[config.mk]
export PLATFORM = sky130hd
export DESIGN_NAME = rpm_top
export DESIGN_NICKNAME = d
export VERILOG_FILES = /design/src/pkg/rpm_pkg.sv /design/src/rtl/rpm_top.sv
export VERILOG_INCLUDE_DIRS = /design/src /design/src/pkg
export SDC_FILE = /design/constraint.sdc
export NUM_CORES = 1
export LEC_CHECK = 0
export ABC_AREA = 0
export ABC_CLOCK_PERIOD_IN_PS = 1900
export BUFFER_PORTS_ARGS = -buffer_cell sky130_fd_sc_hd__buf_2
export CAP_MARGIN = 20
export CORE_UTILIZATION = 45
export DETAILED_ROUTE_END_ITERATION = 12
export GPL_TIMING_DRIVEN = 0
export PLACE_DENSITY = 0.76
export SKIP_CTS_REPAIR_TIMING = 1
export SYNTH_ARGS = -nofsm -noshare
export SYNTH_HDL_FRONTEND = slang
export SYNTH_SLANG_ARGS = --single-unit
[constraint.sdc]
create_clock -name CLK_SYS -period 1.9 [get_ports CLK_SYS]
set_input_delay 0.19 -clock CLK_SYS [delete_from_list [all_inputs] [get_ports CLK_SYS]]
set_output_delay 0.19 -clock CLK_SYS [all_outputs]
set_load 0.005 [all_outputs]
[src/pkg/rpm_consts.svh]
// Register offsets, field positions, reset values and timing counts
`ifndef RPM_CONSTS_SVH
`define RPM_CONSTS_SVH
`define RPM_ADDR_W 4
`define RPM_OFF_CTRL 4'h0
`define RPM_OFF_PROT 4'h1
`define RPM_OFF_SWMODE 4'h2
`define RPM_OFF_STATUS 4'h3
`define RPM_OFF_IRQ_STAT 4'h4
`define RPM_OFF_IRQ_MASK 4'h5
`define RPM_OFF_CLEAR 4'h6
`define RPM_OFF_STATE 4'h7
`define RPM_PROT_RESET 8'h17
`define RPM_PROT_MASK 8'h3f
`define RPM_BIT_CARRIER 0
`define RPM_BIT_INPL 1
`define RPM_BIT_OUTPL 2
`define RPM_CTRL_RESET 2'h0
`define RPM_IRQ_LOCKOUT 0
`define RPM_IRQ_INPL 1
`define RPM_IRQ_OUTPL 2
`define RPM_IRQ_CLEARED 3
`define RPM_SEL_SETTLE_MS 2
`endif

[src/pkg/rpm_pkg.sv]
// Types shared by the run permit and motor select block
package rpm_pkg;
    typedef enum logic [1:0] {
        RPM_MOTOR1,
        RPM_MOTOR2,
        RPM_MOTOR3,
        RPM_MOTOR4
    } rpm_motor_t;
    typedef enum logic [1:0] {
        RPM_IDLE,
        RPM_RUN,
        RPM_LOCKED,
        RPM_TRIPPED
    } rpm_state_t;
endpackage : rpm_pkg

[src/rtl/rpm_top.sv]
// Run permit, protection mode and motor select logic
//
// What this block does
// RULE1 - Stop key stops terminal or serial run, then lockout
// RULE2 - Run asserted at power-up: refuse, lockout
// RULE3 - Start check on alarm reset release
// RULE4 - Start check on run source change
// RULE5 - Two-bit setting combines both features
// RULE6 - Writing one clears history, self-returns zero
// RULE7 - Keypad clear needs two keys together
// RULE8 - Protection word resets to hex 17
// RULE9 - Bit 0 lowers carrier on overheat; here only while VF_CONTROL is high
// RULE10 - Bit 1 trips on input phase loss
// RULE11 - Bit 2 trips on output phase loss
// RULE12 - Four parameter groups, selected one drives
// RULE13 - Mode 0 motor switch, 1 parameters
// RULE14 - Parameter mode may switch while running
// RULE15 - Priority select, one active output
// RULE16 - Motor mode switches only when stopped
// RULE17 - Selection settles 2 ms before run; this block does not time it and takes a run at once
// RULE18 - Lockout holds until all runs removed
// RULE19 - Reserved protection bits read zero
//
// Interfaces
// Register port: index, data, two strobes
// Read data stand one cycle after the strobe
// Run sources: keypad, terminal, serial link
// Keys: stop, reset, two clear keys
// Detectors arrive as outside levels
// Every pin input except the register port and reset passes two flip-flops
// Motor outputs are one-hot
// Outputs come straight from flip-flops
`timescale 1ns/1ps
`include "rpm_consts.svh"
module rpm_top (
    input wire logic CLK_SYS,
    input wire logic SYS_RST,
    input wire logic [`RPM_ADDR_W-1:0] ADDR,
    input wire logic [31:0] WDATA,
    input wire logic WR,
    input wire logic RD,
    output logic [31:0] RDATA,
    input wire logic RUN_KEYPAD,
    input wire logic RUN_TERMINAL,
    input wire logic RUN_SERIAL,
    input wire logic STOP_KEY,
    input wire logic RESET_KEY,
    input wire logic CLEAR_KEY_A,
    input wire logic CLEAR_KEY_B,
    input wire logic ALARM_RESET_INPUT,
    input wire logic SERIAL_LINK_ENABLE_INPUT,
    input wire logic LOCAL_OPERATION_INPUT,
    input wire logic VF_CONTROL,
    input wire logic HEATSINK_OVERHEAT_ALARM,
    input wire logic INTERNAL_OVERHEAT_ALARM,
    input wire logic DRIVE_OVERLOAD_ALARM,
    input wire logic INPUT_PHASE_LOSS,
    input wire logic OUTPUT_PHASE_LOSS,
    input wire logic SELECT_SECOND_MOTOR_INPUT,
    input wire logic SELECT_THIRD_MOTOR_INPUT,
    input wire logic SELECT_FOURTH_MOTOR_INPUT,
    output logic RUN_ENABLE,
    output logic DECEL_STOP,
    output logic RUN_LOCKOUT_ALARM,
    output logic INPUT_PHASE_LOSS_ALARM,
    output logic OUTPUT_PHASE_LOSS_ALARM,
    output logic OVERHEAT_TRIP,
    output logic LOWER_CARRIER,
    output logic HISTORY_CLEAR,
    output rpm_pkg::rpm_motor_t ACTIVE_GROUP,
    output logic FIRST_MOTOR_ACTIVE_OUTPUT,
    output logic SECOND_MOTOR_ACTIVE_OUTPUT,
    output logic THIRD_MOTOR_ACTIVE_OUTPUT,
    output logic FOURTH_MOTOR_ACTIVE_OUTPUT,
    output logic IRQ
);
    import rpm_pkg::*;

    ////////////////////////////////////////////////////////////////////////////
    // Input synchronisers
    localparam int NIN = 17;
    logic [NIN-1:0] raw_in;
    logic [NIN-1:0] sync1_q;
    logic [NIN-1:0] sync2_q;

    // Seventeen pins share one synchroniser bus;
    // motor 4 select and V/f use a second pair
    assign raw_in = {RUN_KEYPAD, RUN_TERMINAL, RUN_SERIAL, STOP_KEY, RESET_KEY,
                     CLEAR_KEY_A, CLEAR_KEY_B, ALARM_RESET_INPUT,
                     SERIAL_LINK_ENABLE_INPUT, LOCAL_OPERATION_INPUT,
                     HEATSINK_OVERHEAT_ALARM, INTERNAL_OVERHEAT_ALARM,
                     DRIVE_OVERLOAD_ALARM, INPUT_PHASE_LOSS, OUTPUT_PHASE_LOSS,
                     SELECT_SECOND_MOTOR_INPUT, SELECT_THIRD_MOTOR_INPUT};
    logic [1:0] sel_s1_q;
    logic [1:0] sel_s2_q;

    // No reset: the pins are sampled through reset,
    // so the power-up check sees the real run levels
    always_ff @(posedge CLK_SYS) begin
        sync1_q <= raw_in;
        sync2_q <= sync1_q;
        sel_s1_q <= {SELECT_FOURTH_MOTOR_INPUT, VF_CONTROL};
        sel_s2_q <= sel_s1_q;
    end
    wire run_kp = sync2_q[16];
    wire run_tm = sync2_q[15];
    wire run_sl = sync2_q[14];
    wire stop_key = sync2_q[13];
    wire reset_key = sync2_q[12];
    wire key_a = sync2_q[11];
    wire key_b = sync2_q[10];
    wire alm_rst = sync2_q[9];
    wire link_en = sync2_q[8];
    wire local_op = sync2_q[7];
    wire oh_heatsink = sync2_q[6];
    wire oh_internal = sync2_q[5];
    wire overload = sync2_q[4];
    wire in_loss = sync2_q[3];
    wire out_loss = sync2_q[2];
    wire sel2 = sync2_q[1];
    wire sel3 = sync2_q[0];
    wire sel4 = sel_s2_q[1];
    wire vf_ctl = sel_s2_q[0];

    // Synchronised levels
    // Runs: run_kp, run_tm, run_sl
    // Keys: stop_key, reset_key, key_a, key_b
    // Source: link_en, local_op
    // Heat: oh_heatsink, oh_internal, overload
    // Loss: in_loss, out_loss
    // Select: sel2, sel3, sel4

    ////////////////////////////////////////////////////////////////////////////
    // Register file
    logic [1:0] ctrl_q;
    logic [7:0] prot_q;
    logic [2:0] swmode_q;
    logic [3:0] irq_stat_q;
    logic [3:0] irq_mask_q;
    logic [31:0] rdata_q;
    logic clear_q;

    // Register map
    // 0 setting, 1 protection, 2 switch modes
    // 3 status, 4 event status, 5 event mask
    // 6 history clear, 7 state
    // Index 6 reads zero, the bit self-returns
    // Writes to read-only indices are ignored
    wire wr_ctrl = WR && (ADDR == `RPM_OFF_CTRL);
    wire wr_prot = WR && (ADDR == `RPM_OFF_PROT);
    wire wr_sw = WR && (ADDR == `RPM_OFF_SWMODE);
    wire wr_istat = WR && (ADDR == `RPM_OFF_IRQ_STAT);
    wire wr_imask = WR && (ADDR == `RPM_OFF_IRQ_MASK);
    wire wr_clear = WR && (ADDR == `RPM_OFF_CLEAR) && WDATA[0]; // [RULE6]
    wire key_clear_d;
    logic key_clear_q;
    assign key_clear_d = key_a && key_b; // [RULE7]
    wire key_clear_rise = key_clear_d && !key_clear_q;
    wire clear_req = wr_clear || key_clear_rise;
    // Setting 0/1 check on, 1/3 stop priority on
    wire stop_prio = ctrl_q[0]; // [RULE5]
    wire start_chk = ~ctrl_q[1]; // [RULE5]

    // Setting 0: start check only
    // Setting 1: both features
    // Setting 2: neither feature
    // Setting 3: stop priority only

    ////////////////////////////////////////////////////////////////////////////
    // Run permit state machine
    rpm_state_t state_q;
    rpm_state_t state_d;
    logic link_en_q;
    logic local_op_q;
    logic alm_rst_q;
    logic reset_key_q;
    logic pwr_chk_q;
    wire any_run = run_kp || run_tm || run_sl;
    wire src_change = (link_en != link_en_q) || (local_op != local_op_q);
    wire alarm_release = (alm_rst && !alm_rst_q) || (reset_key && !reset_key_q);
    wire in_trip = prot_q[`RPM_BIT_INPL] && in_loss; // [RULE10]
    wire out_trip = prot_q[`RPM_BIT_OUTPL] && out_loss && (state_q == RPM_RUN); // [RULE11]
    wire heat_evt = oh_heatsink || oh_internal || overload;
    wire lower_cr = prot_q[`RPM_BIT_CARRIER] && vf_ctl && heat_evt; // [RULE9]
    wire heat_trip = heat_evt && !lower_cr;
    wire chk_evt = pwr_chk_q || src_change || alarm_release; // [RULE2] [RULE3] [RULE4]
    wire chk_lock = start_chk && chk_evt && any_run;
    wire stop_lock = stop_prio && stop_key && (run_tm || run_sl) && (state_q == RPM_RUN); // [RULE1]
    wire lock_evt = (state_q != RPM_LOCKED) && (chk_lock || stop_lock);

    // Check events: power-up, alarm release,
    // source change; a held run is refused

    // Lockout leaves only once every run is gone,
    // so a held run can never restart the drive
    // Trips outrank the lockout while running

    always_comb begin
        state_d = state_q;
        unique case (state_q)
            RPM_IDLE: begin
                if (chk_lock) state_d = RPM_LOCKED;
                else if (in_trip || heat_trip) state_d = RPM_TRIPPED;
                else if (any_run && !pwr_chk_q) state_d = RPM_RUN;
            end
            RPM_RUN: begin
                if (in_trip || out_trip || heat_trip) state_d = RPM_TRIPPED;
                else if (stop_lock || chk_lock) state_d = RPM_LOCKED;
                else if (stop_key && run_kp) state_d = RPM_IDLE;
                else if (!any_run) state_d = RPM_IDLE;
            end
            RPM_LOCKED: begin
                if (!any_run) state_d = RPM_IDLE; // [RULE18]
            end
            RPM_TRIPPED: begin
                if (alarm_release) state_d = (start_chk && any_run) ? RPM_LOCKED : RPM_IDLE; // [RULE3]
            end
        endcase
    end

    // Power-up flag is high through reset and for the first cycle after it
    always_ff @(posedge CLK_SYS) begin
        if (SYS_RST) begin
            state_q <= RPM_IDLE;
            pwr_chk_q <= 1'b1;
            link_en_q <= 1'b0;
            local_op_q <= 1'b0;
            alm_rst_q <= 1'b0;
            reset_key_q <= 1'b0;
            key_clear_q <= 1'b0;
        end else begin
            state_q <= state_d;
            pwr_chk_q <= 1'b0;
            link_en_q <= link_en;
            local_op_q <= local_op;
            alm_rst_q <= alm_rst;
            reset_key_q <= reset_key;
            key_clear_q <= key_clear_d;
        end
    end

    ////////////////////////////////////////////////////////////////////////////
    // Motor and parameter group selection
    rpm_motor_t req_motor;
    rpm_motor_t group_q;
    assign req_motor = sel2 ? RPM_MOTOR2 : sel3 ? RPM_MOTOR3 :
                       sel4 ? RPM_MOTOR4 : RPM_MOTOR1; // [RULE15]
    // Parameter mode of both groups lets the change through while running
    wire cur_param = (group_q != RPM_MOTOR1) && swmode_q[group_q - 2'h1];
    wire req_param = (req_motor != RPM_MOTOR1) && swmode_q[req_motor - 2'h1]; // [RULE13]
    wire stopped = (state_q != RPM_RUN) && !any_run;
    wire may_switch = stopped || (cur_param && (req_param || req_motor == RPM_MOTOR1)) ||
                      (req_param && group_q == RPM_MOTOR1); // [RULE14] [RULE16]

    // Motor 1 has no mode bit and pairs with either
    // A blocked request waits until the drive stops
    logic [3:0] motor_oh;
    logic [3:0] motor_oh_q;
    genvar gi;
    generate
        for (gi = 0; gi < 4; gi++) begin : g_oh
            assign motor_oh[gi] = (group_q == rpm_motor_t'(gi)); // [RULE15]
        end
    endgenerate

    // One-hot outputs trail the group by a cycle
    always_ff @(posedge CLK_SYS) begin
        if (SYS_RST) begin
            group_q <= RPM_MOTOR1;
            motor_oh_q <= 4'h1;
        end else begin
            if (may_switch) group_q <= req_motor; // [RULE12]
            motor_oh_q <= motor_oh;
        end
    end

    ////////////////////////////////////////////////////////////////////////////
    // Register writes and interrupt status
    logic [3:0] irq_evt;
    assign irq_evt = {clear_req, in_trip && state_q != RPM_TRIPPED,
                      out_trip, lock_evt};

    // Events: 0 lockout, 1 output loss, 2 input loss,
    // 3 history cleared; an event wins over a clear
    always_ff @(posedge CLK_SYS) begin
        if (SYS_RST) begin
            ctrl_q <= `RPM_CTRL_RESET;
            prot_q <= `RPM_PROT_RESET; // [RULE8]
            swmode_q <= 3'h0;
            irq_stat_q <= 4'h0;
            irq_mask_q <= 4'h0;
            clear_q <= 1'b0;
        end else begin
            if (wr_ctrl) ctrl_q <= WDATA[1:0];
            if (wr_prot) prot_q <= WDATA[7:0] & `RPM_PROT_MASK; // [RULE19]
            if (wr_sw) swmode_q <= WDATA[2:0];
            if (wr_imask) irq_mask_q <= WDATA[3:0];
            irq_stat_q <= (irq_stat_q & ~(wr_istat ? WDATA[3:0] : 4'h0)) | irq_evt;
            clear_q <= clear_req; // [RULE6]
        end
    end

    ////////////////////////////////////////////////////////////////////////////
    // Read path, one cycle latency
    logic [31:0] rd_mux;
    // Status: group, running, lockout, losses, any run
    wire [31:0] status_word = {25'h0, any_run, OUTPUT_PHASE_LOSS_ALARM,
                               INPUT_PHASE_LOSS_ALARM, RUN_LOCKOUT_ALARM,
                               state_q == RPM_RUN, group_q};
    always_comb begin
        unique case (ADDR)
            `RPM_OFF_CTRL: rd_mux = {30'h0, ctrl_q};
            `RPM_OFF_PROT: rd_mux = {24'h0, prot_q};
            `RPM_OFF_SWMODE: rd_mux = {29'h0, swmode_q};
            `RPM_OFF_STATUS: rd_mux = status_word;
            `RPM_OFF_IRQ_STAT: rd_mux = {28'h0, irq_stat_q};
            `RPM_OFF_IRQ_MASK: rd_mux = {28'h0, irq_mask_q};
            `RPM_OFF_STATE: rd_mux = {30'h0, state_q};
            default: rd_mux = 32'h0;
        endcase
    end


    ////////////////////////////////////////////////////////////////////////////
    // Registered outputs

    // Alarms latch their cause on entry to the trip
    // and hold it until the alarm is released
    // IRQ uses the next status so it rises in step

    always_ff @(posedge CLK_SYS) begin
        if (SYS_RST) begin
            rdata_q <= 32'h0;
            RUN_ENABLE <= 1'b0;
            DECEL_STOP <= 1'b0;
            RUN_LOCKOUT_ALARM <= 1'b0;
            INPUT_PHASE_LOSS_ALARM <= 1'b0;
            OUTPUT_PHASE_LOSS_ALARM <= 1'b0;
            OVERHEAT_TRIP <= 1'b0;
            LOWER_CARRIER <= 1'b0;
            IRQ <= 1'b0;
        end else begin
            rdata_q <= RD ? rd_mux : 32'h0;
            RUN_ENABLE <= (state_d == RPM_RUN);
            DECEL_STOP <= (state_q == RPM_RUN) && (state_d != RPM_RUN);
            RUN_LOCKOUT_ALARM <= (state_d == RPM_LOCKED); // [RULE18]
            if (state_d != RPM_TRIPPED) begin
                INPUT_PHASE_LOSS_ALARM <= 1'b0;
                OUTPUT_PHASE_LOSS_ALARM <= 1'b0;
                OVERHEAT_TRIP <= 1'b0;
            end else if (state_q != RPM_TRIPPED) begin
                INPUT_PHASE_LOSS_ALARM <= in_trip; // [RULE10]
                OUTPUT_PHASE_LOSS_ALARM <= out_trip; // [RULE11]
                OVERHEAT_TRIP <= heat_trip;
            end
            LOWER_CARRIER <= lower_cr; // [RULE9]
            IRQ <= |((irq_stat_q & ~(wr_istat ? WDATA[3:0] : 4'h0) | irq_evt) & irq_mask_q);
        end
    end

    // Ports taken straight from their registers
    assign RDATA = rdata_q;
    assign HISTORY_CLEAR = clear_q;
    assign ACTIVE_GROUP = group_q;
    assign FIRST_MOTOR_ACTIVE_OUTPUT = motor_oh_q[0];
    assign SECOND_MOTOR_ACTIVE_OUTPUT = motor_oh_q[1];
    assign THIRD_MOTOR_ACTIVE_OUTPUT = motor_oh_q[2];
    assign FOURTH_MOTOR_ACTIVE_OUTPUT = motor_oh_q[3];
endmodule : rpm_top

==> reports/qor.csv <==
stage,metric,value,unit
status,outcome,"finished, violations left",
status,failing checks,negative setup slack,
placement,DP Cell Count,482,
timing,max_slew headroom,48.7,%
power_and_ir_drop,Reg power frac,54.7,%
grt,wire length of the first global-routing pass,10400,µm
cts,clock slew at reported path FFs,0.09,ns
finish,layout cells sized above 1,31.7,%
timing,RSZ-0062 raised after global routing,yes,
power_and_ir_drop,combinational group share of total power,11.4,%
grt,GRT Total Usage,18.6,%
route,WL final,7010,µm
critical_path,crit start category,flip-flop,
critical_path,R2R Path End,RUN_ENABLE,
yosys,Mapped Area,3200,µm²
placement,Placed Area,3690,µm²
route,antenna-violating nets left,0,
yosys,Syn Area/Cell,10.4,µm²
timing,worst hold slack,0.0513,ns
finish,area delta synth->final,32.0,%
critical_path,worst endpoint data arrival time,2.29,ns
floorplanning,die area,7440,µm²
finish,most frequent cells in the layout,"dfxtp_1, buf_2, buf_4, nor2_1, conb_1",
finish,fin area,4220,µm²
cts,CTS Buf Count,9,
cts,CTS sink cnt,87,
critical_path,CP Class,reg2reg,
timing,f_max,503,MHz
yosys,Cell variety after synth,53,
timing,Final WS setup,-0.0866,ns
route,Remaining DRCs,0,
floorplanning,Die Span Y,86.3,µm
finish,"most common cell after layout, fill and taps aside",dfxtp_1,
critical_path,WP data required,2.20,ns
yosys,Post-synth EDFFs,0,
power_and_ir_drop,internal power,2.64,mW
grt,met1 Use GR,24.7,%
cts,CTS tree,built,
floorplanning,row cnt,30,
yosys,synth warn,0,
timing,Final period util,105,%
cts,Root Buffer,clkbuf_8,
timing,Pins Over Slew Limit,0,
critical_path,CP Max Fanout,7,
finish,Non-Filler Instances,525,
finish,"Core Util, Final",61.8,%
yosys,Post-synth ARST share,0,%
cts,H-tree levels,3,
finish,# nets final,488,
timing,setup tns final,-0.393,ns
cts,Max clock buf depth,2,
timing,final hold vios,0,
critical_path,worst reg-to-reg path cell count,6,
placement,Port Buffers,54,
grt,global route hottest layer,met2,
grt,grt met2 use,29.1,%
power_and_ir_drop,peak supply drop,615,µV
route,drt wl/cell,13.4,µm
timing,Tmin final,1.99,ns
worst_hold_path,hold_sp,WDATA[4],
yosys,synthesized flop and latch total,87,
placement,routability cong.,0.856,
worst_hold_path,worst hold path class,in2reg,
power_and_ir_drop,Psw,0.907,mW
grt,met3 GRT Util,3.62,%
grt,grt ovf,0,
yosys,sequential share of the synthesized area,54.5,%
power_and_ir_drop,total power,3.54,mW
floorplanning,core area,6830,µm²
timing,# setup viols final,7,
route,vias,2526,
yosys,dominant synthesized flop cell,dfxtp_1,
floorplanning,Initial Utilization,46.8,%
placement,DP Wirelength,4820,µm
finish,total inserted antenna cells,0,
cts,clk_lat worst skew,0.35,ns
worst_hold_path,Worst Hold Depth,3,
critical_path,crit end category,flip-flop,
route,first drt pass iteration count,4,
worst_hold_path,worst hold path endpoint,prot_q[4],
placement,pre-CTS worst setup slack,-0.160,ns
floorplanning,Die Wd,86.3,µm
route,via/cell ratio,4.81,
yosys,Synth Instances,308,
grt,antenna violations before repair,0,
critical_path,r2r startpoint,sync2_q[15],
route,initial DRC count,116,
power_and_ir_drop,P_leak,1.92,nW
job,Max-cap violations,0,
power_and_ir_drop,PwrDens,840,nW/µm²
grt,largest net degree at the start of global routing,17,
timing,Worst Max-Slew Pin Slew,0.768,ns
power_and_ir_drop,switching part of the total,25.6,%
critical_path,R2R Setup Slk,-0.09,ns
power_and_ir_drop,clock share of power,33.9,%
grt,vias in the first global route,2213,
timing,Clock Skews,0.0106,ns
floorplanning,ports placed on the boundary,106,
==> critical path: stages (launching register included) <==
cell and delay [ns]:
dfxtp_2 0.34, nor3_4 0.23, a21oi_1 0.10, or4_1 0.49
o31a_1 0.32, o32ai_4 0.23, and3_1 0.21
==> sequential cells by signal (all words and copies together), names as in the netlist, 2 cells and up <==
signal and count:
ACTIVE_GROUP 2, RDATA 7, ctrl_q 2, irq_mask_q 4, irq_stat_q 4, motor_oh_q 4, prot_q 6, sel_s1_q 2
sel_s2_q 2, state_q 2, swmode_q 3, sync1_q 17, sync2_q 17
==> routing by layer <==
metal,share of wire (%),vias to the layer above
li1,-,1260
met1,46,1155
met2,46,98
met3,6.3,13
met4,1.8,0
met5,0,-
==> layout make-up <==
type / instances / area, µm²
Inverter: 5 / 18.8
Tap cell: 96 / 120
Fill cell: 593 / 2610
Clock inverter: 6 / 53.8
Multi-Input combinational cell: 206 / 1380
Timing Repair Buffer: 81 / 520
Buffer: 34 / 233
Clock buffer: 10 / 138
Sequential cell: 87 / 1750
==> cell usage after synthesis, types with 2 or more instances <==
master,instances,area [µm²]
dfxtp_1,87,1740
nor2_1,32,120
buf_4,26,195
mux2i_1,19,190
nand2_1,19,71.3
nor2b_1,14,87.6
a21oi_1,11,55.1
nand3_1,10,50.1
nor3_1,8,40.0
clkbuf_1,6,22.5
nor3b_1,6,45.0
a221oi_1,5,43.8
ha_1,5,62.6
a211oi_1,4,30.0
and3_1,4,25.0
inv_1,4,15.0
nor4_1,3,18.8
o21ai_0,3,15.0
a21boi_0,2,15.0
a22oi_1,2,15.0
a311oi_1,2,17.5
a31oi_1,2,12.5
mux2_2,2,22.5
o22ai_1,2,12.5
xor2_1,2,17.5
==> power groups by stage <==
| stage | registers [mW] | logic, mW | clock network, mW |
|---|---|---|---|
| 3_3_place_gp | 1.98 | 0.315 | 0 |
| 6_report | 1.94 | 0.403 | 1.20 |
| 2_1_floorplan | 1.97 | 0.215 | 0 |
| 5_1_grt | 1.95 | 0.443 | 1.31 |
| 4_1_cts | 1.94 | 0.319 | 1.23 |
| 3_5_place_dp | 1.98 | 0.318 | 0 |
==> cells by family after synthesis <==
family,synth area share (%)
other cells,0.117
simple gates,16.8
flops,54.5
mux,6.66
fa+ha+maj,1.96
buf+inv,7.87
compound gates,11.5
xor+xnor,0.548
==> worst max-delay path by stage <==
stage	start	endpoint
after global routing	sync2_q[15]	DECEL_STOP
final	sync2_q[15]	RUN_ENABLE
after global placement	state_q[1]	DECEL_STOP
after floorplan	ACTIVE_GROUP[0]	ACTIVE_GROUP[0]
after detailed placement	state_q[1]	DECEL_STOP
after CTS	state_q[1]	INPUT_PHASE_LOSS_ALARM
(Power assumes the default switching activity.)
